$ cat src/common/trunk_enc_pkg.sv
// Package of constants, types and register map for the trunking message encoder
package trunk_enc_pkg;

  // ---------------------------------------------------------------------------
  // Clock and bit rate
  // ---------------------------------------------------------------------------
  localparam int unsigned CLK_HZ            = 200_000_000;
  // Bit rate held in tenths of a bit per second, 297.6 b/s default
  localparam int unsigned RATE_DECI_DEFAULT = 2976;
  localparam int unsigned DECI_PER_UNIT     = 10;
  // Phase step per clock for a 32-bit accumulator: rate * 2^32 / clk
  localparam logic [31:0] PHASE_STEP_DEFAULT =
    32'((64'(RATE_DECI_DEFAULT) << 32) / (64'(CLK_HZ) * 64'(DECI_PER_UNIT)));

  // ---------------------------------------------------------------------------
  // Frame layout, sent in this order
  // ---------------------------------------------------------------------------
  localparam int unsigned SYNC_BITS  = 9;
  localparam int unsigned AREA_BITS  = 1;
  localparam int unsigned GOTO_BITS  = 5;
  localparam int unsigned HOME_BITS  = 5;
  localparam int unsigned IDENT_BITS = 8;
  localparam int unsigned FREE_BITS  = 5;
  localparam int unsigned CHECK_BITS = 7;
  localparam int unsigned FRAME_BITS = SYNC_BITS + AREA_BITS + GOTO_BITS + HOME_BITS
                                     + IDENT_BITS + FREE_BITS + CHECK_BITS;
  localparam int unsigned PAYLOAD_BITS = FRAME_BITS - SYNC_BITS - CHECK_BITS;
  localparam logic [SYNC_BITS-1:0]  SYNC_WORD  = 9'h158;
  localparam logic [CHECK_BITS-1:0] CHECK_POLY = 7'h09;

  // ---------------------------------------------------------------------------
  // Register map (word indices on the plain register port)
  // ---------------------------------------------------------------------------
  localparam logic [3:0] REG_CTRL    = 4'h0;
  localparam logic [3:0] REG_RATE    = 4'h1;
  localparam logic [3:0] REG_BURSTS  = 4'h2;
  localparam logic [3:0] REG_FIRST   = 4'h3;
  localparam logic [3:0] REG_SECOND  = 4'h4;
  localparam logic [3:0] REG_STATUS  = 4'h5;
  localparam logic [3:0] REG_COMMAND = 4'h6;
  localparam logic [3:0] REG_FIRST_ID  = 4'h7;
  localparam logic [3:0] REG_SECOND_ID = 4'h8;

  // Control field positions
  localparam int unsigned CTRL_MODE_LSB = 0;
  localparam int unsigned CTRL_SEL_BIT  = 2;
  localparam int unsigned CTRL_INV_BIT  = 3;
  // Command field positions
  localparam int unsigned CMD_START_BIT = 0;
  localparam int unsigned CMD_HALT_BIT  = 1;
  // Message field positions in a message register
  localparam int unsigned MSG_AREA_LSB  = 0;
  localparam int unsigned MSG_GOTO_LSB  = 8;
  localparam int unsigned MSG_HOME_LSB  = 16;
  localparam int unsigned MSG_FREE_LSB  = 24;
  localparam int unsigned MSG_IDENT_LSB = 32;

  localparam logic [15:0] BURSTS_DEFAULT = 16'h0001;

  typedef enum logic [1:0] {
    MODE_SINGLE = 2'h0,
    MODE_BURST  = 2'h1,
    MODE_CONT   = 2'h2,
    MODE_STEP   = 2'h3
  } send_mode_t;

  typedef struct packed {
    logic [AREA_BITS-1:0]  area;
    logic [GOTO_BITS-1:0]  goto_rpt;
    logic [HOME_BITS-1:0]  home_rpt;
    logic [IDENT_BITS-1:0] ident;
    logic [FREE_BITS-1:0]  free_rpt;
  } message_t;

  typedef struct packed {
    logic [3:0]  addr;
    logic [31:0] wdata;
    logic        wr;
    logic        rd;
  } reg_req_t;

endpackage : trunk_enc_pkg

$ cat src/core/trunking_message_encoder.sv
// Trunking message encoder: two message slots, framer, rate divider, serial out
//
// The register offsets and the plain strobed port were left to the implementer.
`timescale 1ns/1ps
module trunking_message_encoder #(
  parameter int unsigned BURST_W    = 16,
  parameter int unsigned BUF_DEPTH  = 2
) (
  input  wire logic                     i_clk,
  input  wire logic                     i_rst_n,
  input  wire trunk_enc_pkg::reg_req_t  i_req,
  output logic [31:0]                   o_rdata,
  output logic                          o_bit_valid,
  input  wire logic                     i_bit_ready,
  output logic                          o_mod_level,
  output logic                          o_mod_sign,
  output logic                          o_busy
);
  import trunk_enc_pkg::*;

  // Bit counter width, holds a whole frame
  localparam int unsigned CNT_W = $clog2(FRAME_BITS + 1);

  // Sequencer states; LOAD lets the slot settle
  typedef enum logic [1:0] {
    ST_IDLE,
    ST_LOAD,
    ST_SHIFT
  } tx_state_t;

  // ---------------------------------------------------------------------------
  // Register state
  // ---------------------------------------------------------------------------
  send_mode_t           send_mode;
  logic                 msg_select;
  logic                 invert;
  logic [31:0]          phase_step;
  logic [BURST_W-1:0]   burst_count;
  message_t             first_message_slot;
  message_t             second_message_slot;
  // Command pulses, a cycle after the write
  logic                 start_cmd;
  logic                 halt_cmd;

  // Transmit state
  tx_state_t            state;
  logic [FRAME_BITS-1:0] shifter;
  logic [CNT_W-1:0]     bits_left;
  logic [BURST_W-1:0]   reps_done;
  logic                 halt_pending;
  logic [31:0]          phase_acc;
  logic                 bit_strobe;
  logic                 shift_en;
  logic                 frame_end;
  logic                 last_rep;
  logic                 buf_ready;
  logic                 buf_valid;
  logic                 buf_bit;
  message_t             chosen;
  logic [PAYLOAD_BITS-1:0] payload;
  logic [FRAME_BITS-1:0] next_frame;

  // Check bits over the payload, MSB first
  function automatic logic [CHECK_BITS-1:0] calc_check(
    input logic [PAYLOAD_BITS-1:0] data
  );
    logic [CHECK_BITS-1:0] crc;
    logic                  fb;
    crc = '0;
    for (int i = PAYLOAD_BITS - 1; i >= 0; i--) begin
      fb  = crc[CHECK_BITS-1] ^ data[i];
      crc = {crc[CHECK_BITS-2:0], 1'b0} ^ (fb ? CHECK_POLY : '0);
    end
    return crc;
  endfunction : calc_check

  // Pull a message out of its two register halves
  function automatic message_t unpack_msg(input logic [63:0] w);
    message_t m;
    m.area     = w[MSG_AREA_LSB +: AREA_BITS];
    m.goto_rpt = w[MSG_GOTO_LSB +: GOTO_BITS];
    m.home_rpt = w[MSG_HOME_LSB +: HOME_BITS];
    m.free_rpt = w[MSG_FREE_LSB +: FREE_BITS];
    m.ident    = w[MSG_IDENT_LSB +: IDENT_BITS];
    return m;
  endfunction : unpack_msg

  // Repeater word of a slot; identity reads apart
  function automatic logic [31:0] msg_word(input message_t m);
    logic [63:0] w;
    w = '0;
    w[MSG_AREA_LSB +: AREA_BITS] = m.area;
    w[MSG_GOTO_LSB +: GOTO_BITS] = m.goto_rpt;
    w[MSG_HOME_LSB +: HOME_BITS] = m.home_rpt;
    w[MSG_FREE_LSB +: FREE_BITS] = m.free_rpt;
    return w[31:0];
  endfunction : msg_word

  // Write strobe aimed at one register word
  function automatic logic wr_hit(input reg_req_t r, input logic [3:0] a);
    return r.wr && (r.addr == a);
  endfunction : wr_hit

  // ---------------------------------------------------------------------------
  // Register writes
  // ---------------------------------------------------------------------------
  // Mode, select and polarity; select may change mid-stream
  // Select and polarity land even if step is refused
  always_ff @(posedge i_clk or negedge i_rst_n) begin
    if (!i_rst_n) begin
      send_mode  <= MODE_SINGLE;
      msg_select <= 1'b0;
      invert     <= 1'b0;
    end else if (wr_hit(i_req, REG_CTRL)) begin
      // Stepped mode is refused; the previous mode stays
      if (send_mode_t'(i_req.wdata[CTRL_MODE_LSB +: 2]) != MODE_STEP) begin
        send_mode <= send_mode_t'(i_req.wdata[CTRL_MODE_LSB +: 2]);
      end
      msg_select <= i_req.wdata[CTRL_SEL_BIT];
      invert     <= i_req.wdata[CTRL_INV_BIT];
    end
  end

  // Bit rate as a phase step for the fractional divider
  // A zero step stops the stream; do not write it
  always_ff @(posedge i_clk or negedge i_rst_n) begin
    if (!i_rst_n) begin
      phase_step <= PHASE_STEP_DEFAULT;
    end else if (wr_hit(i_req, REG_RATE)) begin
      phase_step <= i_req.wdata;
    end
  end

  // Burst count; zero would send nothing, so it is held at one
  always_ff @(posedge i_clk or negedge i_rst_n) begin
    if (!i_rst_n) begin
      burst_count <= BURST_W'(BURSTS_DEFAULT);
    end else if (wr_hit(i_req, REG_BURSTS)) begin
      burst_count <= (i_req.wdata[BURST_W-1:0] == '0) ? BURST_W'(1)
                                                      : i_req.wdata[BURST_W-1:0];
    end
  end

  // Message slots: repeaters in one word, identity in its own word.
  // A repeater write keeps the identity, so words load in any order
  always_ff @(posedge i_clk or negedge i_rst_n) begin
    if (!i_rst_n) begin
      first_message_slot  <= '0;
      second_message_slot <= '0;
    end else begin
      // Area is a single bit, so only zero or one can be stored
      if (wr_hit(i_req, REG_FIRST)) begin
        first_message_slot <= unpack_msg({24'h000000, first_message_slot.ident,
                                          i_req.wdata});
      end else if (wr_hit(i_req, REG_FIRST_ID)) begin
        first_message_slot.ident <= i_req.wdata[IDENT_BITS-1:0];
      end
      if (wr_hit(i_req, REG_SECOND)) begin
        second_message_slot <= unpack_msg({24'h000000, second_message_slot.ident,
                                           i_req.wdata});
      end else if (wr_hit(i_req, REG_SECOND_ID)) begin
        second_message_slot.ident <= i_req.wdata[IDENT_BITS-1:0];
      end
    end
  end

  // Start and halt command pulses
  // A start while running is dropped by the sequencer
  always_ff @(posedge i_clk or negedge i_rst_n) begin
    if (!i_rst_n) begin
      start_cmd <= 1'b0;
      halt_cmd  <= 1'b0;
    end else begin
      start_cmd <= wr_hit(i_req, REG_COMMAND) && i_req.wdata[CMD_START_BIT];
      halt_cmd  <= wr_hit(i_req, REG_COMMAND) && i_req.wdata[CMD_HALT_BIT];
    end
  end

  // ---------------------------------------------------------------------------
  // Register reads, data valid the cycle after the strobe
  // ---------------------------------------------------------------------------
  // Unmapped and write-only words read as zero
  always_ff @(posedge i_clk or negedge i_rst_n) begin
    if (!i_rst_n) begin
      o_rdata <= '0;
    end else if (i_req.rd) begin
      case (i_req.addr)
        REG_CTRL:    o_rdata <= 32'({invert, msg_select, send_mode});
        REG_RATE:    o_rdata <= phase_step;
        REG_BURSTS:  o_rdata <= 32'(burst_count);
        REG_FIRST:   o_rdata <= msg_word(first_message_slot);
        REG_SECOND:  o_rdata <= msg_word(second_message_slot);
        REG_FIRST_ID:  o_rdata <= 32'(first_message_slot.ident);
        REG_SECOND_ID: o_rdata <= 32'(second_message_slot.ident);
        REG_STATUS:  o_rdata <= 32'({reps_done, halt_pending, state != ST_IDLE});
        default:     o_rdata <= '0;
      endcase
    end else begin
      o_rdata <= '0;
    end
  end

  // ---------------------------------------------------------------------------
  // Fractional bit-rate divider
  // ---------------------------------------------------------------------------
  // Carry out of the accumulator marks a bit period; the remainder stays
  // in the accumulator, so the average rate never drifts
  // Cleared when idle: a frame's first bit waits a period
  always_ff @(posedge i_clk or negedge i_rst_n) begin
    if (!i_rst_n) begin
      phase_acc  <= '0;
      bit_strobe <= 1'b0;
    end else if (state == ST_IDLE) begin
      phase_acc  <= '0;
      bit_strobe <= 1'b0;
    end else begin
      {bit_strobe, phase_acc} <= 33'(phase_acc) + 33'(phase_step);
    end
  end

  // ---------------------------------------------------------------------------
  // Framer
  // ---------------------------------------------------------------------------
  // The slot is sampled at each repetition start, so a select change
  // takes effect on the next repetition without stopping output
  assign chosen = msg_select ? second_message_slot : first_message_slot;
  assign payload    = {chosen.area, chosen.goto_rpt, chosen.home_rpt,
                       chosen.ident, chosen.free_rpt};
  assign next_frame = {SYNC_WORD, payload, calc_check(payload)};

  // A bit is pushed on each strobe; a stalled buffer holds the shifter back,
  // so a strobe meeting a full buffer is skipped
  assign shift_en  = (state == ST_SHIFT) && bit_strobe && buf_ready;
  assign frame_end = shift_en && (bits_left == CNT_W'(1));
  assign last_rep  = (send_mode == MODE_SINGLE)
                  || (send_mode == MODE_BURST && reps_done + 1'b1 >= burst_count)
                  || halt_pending;

  // Halt is remembered and acted on at the end of the running repetition
  // In single mode it is ignored; the frame ends anyway
  always_ff @(posedge i_clk or negedge i_rst_n) begin
    if (!i_rst_n) begin
      halt_pending <= 1'b0;
    end else if (halt_cmd && state != ST_IDLE && send_mode != MODE_SINGLE) begin
      halt_pending <= 1'b1;
    end else if (state == ST_IDLE) begin
      halt_pending <= 1'b0;
    end
  end

  // Transmit sequencer
  always_ff @(posedge i_clk or negedge i_rst_n) begin
    if (!i_rst_n) begin
      state     <= ST_IDLE;
      shifter   <= '0;
      bits_left <= '0;
      reps_done <= '0;
    end else begin
      case (state)
        ST_IDLE: begin
          reps_done <= '0;
          if (start_cmd) begin
            state <= ST_LOAD;
          end
        end
        ST_LOAD: begin
          shifter   <= next_frame;
          bits_left <= CNT_W'(FRAME_BITS);
          state     <= ST_SHIFT;
        end
        ST_SHIFT: begin
          if (shift_en) begin
            shifter   <= {shifter[FRAME_BITS-2:0], 1'b0};
            bits_left <= bits_left - 1'b1;
          end
          if (frame_end) begin
            reps_done <= reps_done + 1'b1;
            // Continuous mode keeps reloading until a halt is pending
            if (last_rep) begin
              state <= ST_IDLE;
            end else begin
              // Reload on the last push: no gap between repeats
              shifter   <= next_frame;
              bits_left <= CNT_W'(FRAME_BITS);
            end
          end
        end
        default: begin
          state <= ST_IDLE;
        end
      endcase
    end
  end

  // ---------------------------------------------------------------------------
  // Output buffer and polarity
  // ---------------------------------------------------------------------------
  // Two entries let the modulator stall briefly
  bit_skid_buffer #(
    .WIDTH (1),
    .DEPTH (BUF_DEPTH)
  ) u_bit_buffer (
    .i_clk   (i_clk),
    .i_rst_n (i_rst_n),
    .i_data  (shifter[FRAME_BITS-1]),
    .i_valid (state == ST_SHIFT && bit_strobe),
    .o_ready (buf_ready),
    .o_data  (buf_bit),
    .o_valid (buf_valid),
    .i_ready (i_bit_ready)
  );

  assign o_bit_valid = buf_valid;
  assign o_busy      = (state != ST_IDLE) || buf_valid;

  // Level and sign registered; sign high means negative excursion
  // Both hold while no bit is offered
  always_ff @(posedge i_clk or negedge i_rst_n) begin
    if (!i_rst_n) begin
      o_mod_level <= 1'b0;
      o_mod_sign  <= 1'b0;
    end else if (buf_valid) begin
      o_mod_level <= buf_bit;
      o_mod_sign  <= invert ? buf_bit : ~buf_bit;
    end
  end
endmodule : trunking_message_encoder

$ cat src/core/bit_skid_buffer.sv
// Two-entry valid/ready buffer for the serial bit path
`timescale 1ns/1ps
module bit_skid_buffer #(
  parameter int unsigned WIDTH = 1,
  parameter int unsigned DEPTH = 2
) (
  input  wire logic             i_clk,
  input  wire logic             i_rst_n,
  input  wire logic [WIDTH-1:0] i_data,
  input  wire logic             i_valid,
  output logic                  o_ready,
  output logic      [WIDTH-1:0] o_data,
  output logic                  o_valid,
  input  wire logic             i_ready
);
  localparam int unsigned AW = (DEPTH > 1) ? $clog2(DEPTH) : 1;

  logic [WIDTH-1:0] store [DEPTH];
  logic [AW-1:0]    wr_ptr;
  logic [AW-1:0]    rd_ptr;
  logic [AW:0]      count;
  logic             push;
  logic             pop;

  // ---------------------------------------------------------------------------
  // Handshakes
  // ---------------------------------------------------------------------------
  assign o_ready = (count != (AW+1)'(DEPTH));
  assign o_valid = (count != '0);
  assign push    = i_valid && o_ready;
  assign pop     = o_valid && i_ready;
  assign o_data  = store[rd_ptr];

  // Storage, written only on push so a stalled reader keeps its word
  always_ff @(posedge i_clk) begin
    if (push) begin
      store[wr_ptr] <= i_data;
    end
  end

  // Pointers and occupancy
  always_ff @(posedge i_clk or negedge i_rst_n) begin
    if (!i_rst_n) begin
      wr_ptr <= '0;
      rd_ptr <= '0;
      count  <= '0;
    end else begin
      if (push) begin
        wr_ptr <= (wr_ptr == AW'(DEPTH-1)) ? '0 : wr_ptr + 1'b1;
      end
      if (pop) begin
        rd_ptr <= (rd_ptr == AW'(DEPTH-1)) ? '0 : rd_ptr + 1'b1;
      end
      count <= count + (AW+1)'(push) - (AW+1)'(pop);
    end
  end
endmodule : bit_skid_buffer

$ cat config.mk
export PLATFORM = sky130hd
export DESIGN_NAME = trunking_message_encoder
export DESIGN_NICKNAME = d
export VERILOG_FILES = /design/src/common/trunk_enc_pkg.sv /design/src/core/trunking_message_encoder.sv /design/src/core/bit_skid_buffer.sv
export SDC_FILE = /design/constraint.sdc
export NUM_CORES = 1
export LEC_CHECK = 0
export BUFFER_PORTS_ARGS = -buffer_cell sky130_fd_sc_hd__buf_2
export CAP_MARGIN = 20
export CORE_ASPECT_RATIO = 1.2
export CORE_MARGIN = 8
export CORE_UTILIZATION = 40
export CTS_CLUSTER_SIZE = 25
export DETAILED_ROUTE_END_ITERATION = 8
export MAX_ROUTING_LAYER = met4
export SYNTH_ARGS = -nofsm -noshare
export SYNTH_HDL_FRONTEND = slang
export SYNTH_SLANG_ARGS = --single-unit
$ cat constraint.sdc
create_clock -name i_clk -period 5 [get_ports i_clk]
set_clock_uncertainty 0.05 [all_clocks]
set_input_delay 0 -clock i_clk [delete_from_list [all_inputs] [get_ports i_clk]]
set_output_delay 0 -clock i_clk [all_outputs]
set_load 0.01 [all_outputs]
# [Yosys cells after proc, flatten, opt, wreduce, memory -nomap -nowiden]
# Memory sizes are Yosys's and may differ from the RTL's.
# Index checks and enable logic that the tools add are counted.
[totals] wordCells=191 memories=1 out_inout_bits=36 inputBits=41 ramBits=2 reg_bits=238
[mem_list] name="u_bit_buffer.store" depth=2 width=1 read_ports=1 rd_clocked_by_memory_dff=0 write_ports=1 line_no="bit_skid_buffer.sv:18" rtl="logic [WIDTH-1:0] store [DEPTH];"
[op_classes] bitwise_logic=49 add_sub_neg=7 order_cmp=1 reduce_logical=35 muxes=51 eq_ne=17
[op_table] cell="32-bit one-hot mux with 8 select lines" count=1
[op_table] cell="7-bit by 4-bit XOR with 7-bit output" count=21
[op_table] cell="40-bit 2-to-1 mux" count=3
[op_table] cell="4-bit 2-to-1 mux" count=24
[op_table] cell="40-bit one-hot mux with 2 select lines" count=1
[op_table] cell="32-bit 2-to-1 mux" count=2
[op_table] cell="32-bit by 32-bit adder with 33-bit output" count=1
[op_table] cell="16-bit 2-to-1 mux" count=2
[op_table] cell="16-bit one-hot mux with 2 select lines" count=1
[op_table] cell="24-bit 2-to-1 mux" count=1
[op_table] cell="1-bit XOR" count=20
[op_table] cell="6-bit 2-to-1 mux" count=3
[op_table] cell="1-bit logical AND" count=17
[op_table] cell="16-bit by 1-bit adder with 16-bit output (second input constant)" count=1
[op_table] cell="4-bit by 3-bit equality test with 1-bit output (second input constant)" count=4
[op_table] cell="16-bit greater-or-equal comparator" count=1
[op_table] cell="16-bit zero test" count=1
[op_table] cell="6-bit one-hot mux with 2 select lines" count=1
[op_table] cell="2-bit nonzero test" count=6
[op_table] cell="2-bit != test (second input constant)" count=5
[op_table] cell="4-bit by 2-bit equality test with 1-bit output (second input constant)" count=2
[op_table] cell="1-bit 2-to-1 mux" count=8
[op_table] cell="2-bit AND reduction" count=4
[op_table] cell="6-bit by 1-bit equality test with 1-bit output (second input constant)" count=1
[op_table] cell="other kinds (18)" count=29

# [Depth between registers and ports, before layout]
[depth] word_depth=69 mapped_depth=19 ltp_nobuf=16

# [Hierarchy]
# From an unflattened synthesis, not the netlist that was laid out.
[unflattened] hier_cells=1180 area_unflattened_um2=12801.0
[by_module_without_submodules] module="trunking_message_encoder" area_per_inst_um2=12530.8 cells_each=1160 seq_area_each_um2=5866.9 n_inst=1
[by_module_without_submodules] module="bit_skid_buffer" area_per_inst_um2=270.3 cells_each=20 seq_area_each_um2=160.2 n_inst=1

# [Worst setup path before layout]
# No wires, ideal clock.
[synth_timing] path_type="register to register" from="register reps_done[0]" to="register shifter[18]" path_stages_with_launch=20 required_time_ps=4813 path_slack_ps=1465 arrival_time_ps=3348 cell_sequence="dfrtp_1 > ha_1 > and3_1 > clkbuf_1 > and3_1 > and3_1 > and3_1 > nand3_1 > xnor2_1 > ha_1 > nor2b_1 > o21ai_0 > and4b_1 > o2111ai_1 > nand2_1 > buf_2 > buf_2 > nand2_1 > o31ai_1 > a21oi_1"
[synth_via] elab_chain_len=8
[synth_rtl] element="start, declared" line_no="trunking_message_encoder.sv:49" rtl="logic [BURST_W-1:0] reps_done;"
[synth_rtl] element="start signal, assigned" line_no="trunking_message_encoder.sv:277" rtl="reps_done <= reps_done + 1'b1;"
[synth_rtl] element="16-bit by 1-bit adder with 16-bit output" line_no="trunking_message_encoder.sv:236" rtl="|| (send_mode == MODE_BURST && reps_done + 1'b1 >= burst_count)"
[synth_rtl] element="16-bit greater-or-equal comparator" line_no="trunking_message_encoder.sv:236"
[synth_rtl] element="1-bit logical AND" line_no="trunking_message_encoder.sv:236"
[synth_rtl] element="1-bit logical OR" line_no="trunking_message_encoder.sv:236"
[synth_rtl] element="1-bit logical OR" line_no="trunking_message_encoder.sv:237" rtl="|| halt_pending;"
[synth_rtl] element="40-bit 2-to-1 mux" line_no="trunking_message_encoder.sv:279" rtl="if (last_rep) begin"
[synth_rtl] element="40-bit 2-to-1 mux" line_no="trunking_message_encoder.sv:276" rtl="if (frame_end) begin"
[synth_rtl] element="40-bit one-hot mux with 2 select lines" line_no="trunking_message_encoder.sv:259" rtl="case (state)"
[synth_rtl] element="end signal, assigned" line_no="trunking_message_encoder.sv:267" rtl="shifter <= next_frame;"
[synth_rtl] element="end signal, assigned" line_no="trunking_message_encoder.sv:273" rtl="shifter <= {shifter[FRAME_BITS-2:0], 1'b0};"
[synth_rtl] element="end signal, assigned" line_no="trunking_message_encoder.sv:283" rtl="shifter <= next_frame;"
[synth_rtl] element="end, declared" line_no="trunking_message_encoder.sv:47" rtl="logic [FRAME_BITS-1:0] shifter;"
# No other way between the ends.
# A chain may end at the register's enable or synchronous reset.

# [Worst setup path after layout]
[layout_timing] from="register reps_done[2]" to="register shifter[1]"
# Same word-level chain as after synthesis.

==> results by stage <==
Power and ir drop:
- IR analysis of the VDD net gives a maximum drop of 0.351 mV.
- Summed over all cells, the static leakage comes to 6.80 nW.
- The cell area power density is 540 nW/µm².

Cells and area:
- Leaving out fill and tap cells, the most frequent cells in the layout are dfrtp_1 (228), nor2_1 (106), nand2_1 (102), mux2_2 (85), buf_2 (75).
- Once layout is complete, the utilization of the core stands at 47.1%.
- For this run, the post-layout net count is 1392.
- The number of inserted filler cells in the final layout is 2917.
- The post-layout instance area is 14700 µm².
- The synthesis-to-layout area growth is 16.8%.
- The final instance count without filler cells is 1715.
- The leading cell type in the layout, fill and taps excluded is dfrtp_1.
- 0 antenna diodes ended up in the layout.
- In the final layout, the share of cells above drive strength 1 is 18.5%.

Timing:
- The final-report max-slew violation count is 0.
- Setup violations remaining at the end of the flow were counted as 0.
- The share of the cycle needed by the critical path after routing is 86.4%.
- Derived from the worst setup path, the maximum achievable clock frequency is approximately 230 MHz.
- The relative max-transition margin is 46.0%.
- The post-route worst setup slack is 0.682 ns.
- The slew of the pin with the lowest slew margin is between 0.8 and 0.9 ns.
- Setup repair after global routing left no endpoint under its margin.
- The post-route setup TNS is 0 ns.
- The worst path in the final design needs a cycle of roughly 4.3 ns, including I/O delays and setup.
- The hold violation count in the final report came to 0.

Setup path:
- The worst setup path is captured at a register.
- The data required time at the worst endpoint is 5.37 ns.
- The type of element launching the critical path is a register.
- Of all nets on the critical path, the largest fanout is 15.
- The critical path data arrival time is 4.69 ns.
- The type of the worst setup path is register to register.

Drt:
- Wires add up to 33300 µm.
- The count of antenna-violating nets left after detailed routing is 0.
- Dividing the detail-routed wire length by the instance count gives 19.4 µm.
- The via count of the routed design is 9432.
- For this run, design rule violations remaining after detail routing come to 0.
- The first routing iteration left 764 violations.
- The pre-antenna-repair detailed-routing pass consisted of 6 iterations.
- The detail-routed via count per cell is 5.50.

CTS:
- CTS placed an instance of clkbuf_16 at the clock tree root.
- The clock passes through at most 3 buffers.
- CTS built an H-tree with a depth of 1.
- TritonCTS built the clock tree.
- The insertion delay to the later sink of the worst-skew pair is 0.54 ns.
- The clock drives 240 sinks.
- After clock tree synthesis, the clock-pin slew on the worst setup and hold paths is 0.06 ns.
- The number of CTS-inserted buffers is 26.

Placement:
- The count of port buffers added during placement is 76.
- The total instance count after detailed placement is 1629.
- The post-place instance area is 13400 µm².
- The final weighted congestion of routability-driven global placement is 0.851.
- The estimated wirelength of the detail-placed design is 23300 µm.
- Prior to clock tree synthesis, the placed netlist has a worst setup slack of approximately 0.75 ns.

Global routing:
- After global routing the overflow that remains totals 0.
- The first-pass GRT wire length is 53600 µm.
- The global-route total usage across every layer is between 10% and 20%.
- The pin count of the biggest net entering global routing is 138.
- The number of antenna violations at the first check in global routing is 0.
- The via count of the first global-routing pass is 9645.

Outcome:
- The flow ran to the end, and the final reports show no timing, DRC or antenna violations.

Synthesis:
- The share of synthesized area spent on multiplexers is 9.99%.
- The unique cell type count in the Yosys netlist is 65.
- The post-synthesis share of cell area spent on xor and xnor gates is 7.50%.
- The mapped netlist covers 12500 µm².
- The sequential area share after synthesis is 48.0%.
- By area, the combinational part of the netlist is dominated by compound AO/OA/AOI/OAI gates.
- Yosys printed 0 warnings.
- The number of nets in the synthesized netlist is 1286.
- The synthesized-area fraction occupied by ao, oa, aoi and oai cells is roughly 15%.
- The mean instance size in the synthesized netlist is 10.6 µm².
- Counting flops with an async set or reset pin after synthesis yields a share of between 90% and 100%.
- The number of enable-type register cells in the synthesized netlist is 2.
- Counting flops and latches in the post-synthesis netlist gives 240.
- The post-synthesis share of cell area spent on full adders, half adders and majority gates is 5.75%.
- In the synthesized netlist, the number of instances is 1188.
- The most used flip-flop cell after synthesis is dfrtp_1.
- Of the total synthesized cell area, the portion taken by AND, OR, NAND and NOR gates is roughly a tenth.

Floorplanning:
- The core region is between 30000 and 40000 µm².
- The floorplan row count is 71.
- From bottom edge to top edge, the die measures 210 µm.
- In this run the count of I/O pins placed on the die edge is 77.
- The die is 178 µm wide.
- For this configuration, the core starts out at a cell density of approximately 40%.
- The die area is 37300 µm².

Hold path:
- The path type of the worst min-delay path is input port to async pin.

Run:
- The max-capacitance violation count is 0.
per-stage QoR:
stage / power [mW] / hold WS, ns
finish: 7.92 / 0.0189
global placement: 5.89 / 0.0339
detailed placement: 5.96 / 0.0386
floorplan: 5.19 / -0.346
global route: 8.48 / 0.0881
CTS: 7.99 / 0.00172
Yosys cell counts, types with 6 or more instances:
cell type,n,share of area [%]
a21o_1,19,1.1
a21oi_1,74,3.0
a222oi_1,12,0.96
a22o_1,12,0.84
a22oi_1,26,1.6
a31oi_1,18,0.90
and2_1,6,0.30
and3_1,20,1.0
buf_2,7,0.28
clkbuf_1,40,1.2
dfrtp_1,229,46
dfstp_2,9,1.9
ha_1,56,5.6
inv_1,34,1.0
mux2_2,85,7.6
mux2i_1,26,2.1
nand2_1,102,3.1
nand2b_1,6,0.30
nand3_1,10,0.40
nor2_1,106,3.2
nor2b_1,9,0.45
nor3_1,9,0.36
o21a_1,6,0.36
o21ai_0,55,2.2
o21bai_1,8,0.48
o31ai_1,26,1.6
xnor2_1,59,4.1
xor2_1,41,2.9
sequential cells by signal, summed over array words and instances (netlist names), 6 cells and up:
| signal | count |
|---|---|
| phase_acc | 32 |
| phase_step | 32 |
| second_message_slot | 24 |
| bits_left | 6 |
| o_rdata | 32 |
| reps_done | 16 |
| shifter | 40 |
| burst_count | 16 |
| first_message_slot | 24 |
what timing repair did:
item | 4_1_cts | 5_1_grt
gates resized for setup | 0 | 0
buffers inserted | 0 | 0
hold buffers | 38 | 0
endpoints found under the hold margin | 212 | 0
area by class of cell:
type | count | area, µm² | area share (%)
Inverter | 34 | 128 | 0.871
Clock inverter | 8 | 93.8 | 0.641
Multi-Input combinational cell | 861 | 6190 | 42.3
Timing Repair Buffer | 131 | 923 | 6.30
Sequential cell | 240 | 6030 | 41.1
Tap cell | 401 | 502 | 3.42
Clock buffer | 40 | 785 | 5.35
worst max-delay path, stage by stage (launching register included):
cell,delay [ns]
dfrtp_1,0.43
nand3_1,0.21
nor2_1,0.28
and3_1,0.28
and3_1,0.25
and3_1,0.26
nand3_1,0.12
xnor2_1,0.16
ha_1,0.29
and4_1,0.20
o2111ai_1,0.15
o2111ai_1,0.37
nand2_1,0.42
nand2_1,0.36
nor2_1,0.08
a221o_1,0.26
path summary, 6_finish.rpt:
path / slack [ns] / cells after the start / startpoint / endpoint
min: 0.02 / 2 / i_rst_n / o_mod_level
max: 0.68 / 15 / reps_done[2] / shifter[1]
max in group asynchronous: 3.71 / 3 / i_rst_n / phase_acc[14]
min reg2reg: 0.44 / 2 / shifter[0] / shifter[0]
max reg2reg: 0.68 / 15 / reps_done[2] / shifter[1]
min in group i_clk: 0.04 / 4 / i_req[37] / o_rdata[2]
cells by family after synthesis:
kind of cell / count (synthesis)
AOI/OAI and AO/OA: 294
and+or+nand+nor: 293
DFF: 240
muxes: 113
xor gates and xnor gates: 104
buffers and inverters: 87
adders and majority gates: 57
per-layer routing:
| layer | share of wire [%] | vias up | track usage (%) | routed length (µm) |
|---|---|---|---|---|
| met5 | 0 | - | - | 0 |
| met4 | 3.8 | 0 | 7.74 | 1280 |
| met3 | 3.7 | 72 | 1.70 | 1250 |
| met2 | 49 | 221 | 30.4 | 16500 |
| met1 | 43 | 4657 | 23.3 | 14300 |
| li1 | - | 4482 | - | - |
where the power goes:
group | internal, mW | switching, mW | leakage [nW] | total [mW]
Clock | 1.18 | 0.785 | 0.436 | 1.97
Combinational | 1.39 | 1.73 | 3.34 | 3.13
Sequential | 2.43 | 0.395 | 3.02 | 2.83
No activity file was read; power rests on OpenSTA's default activity.
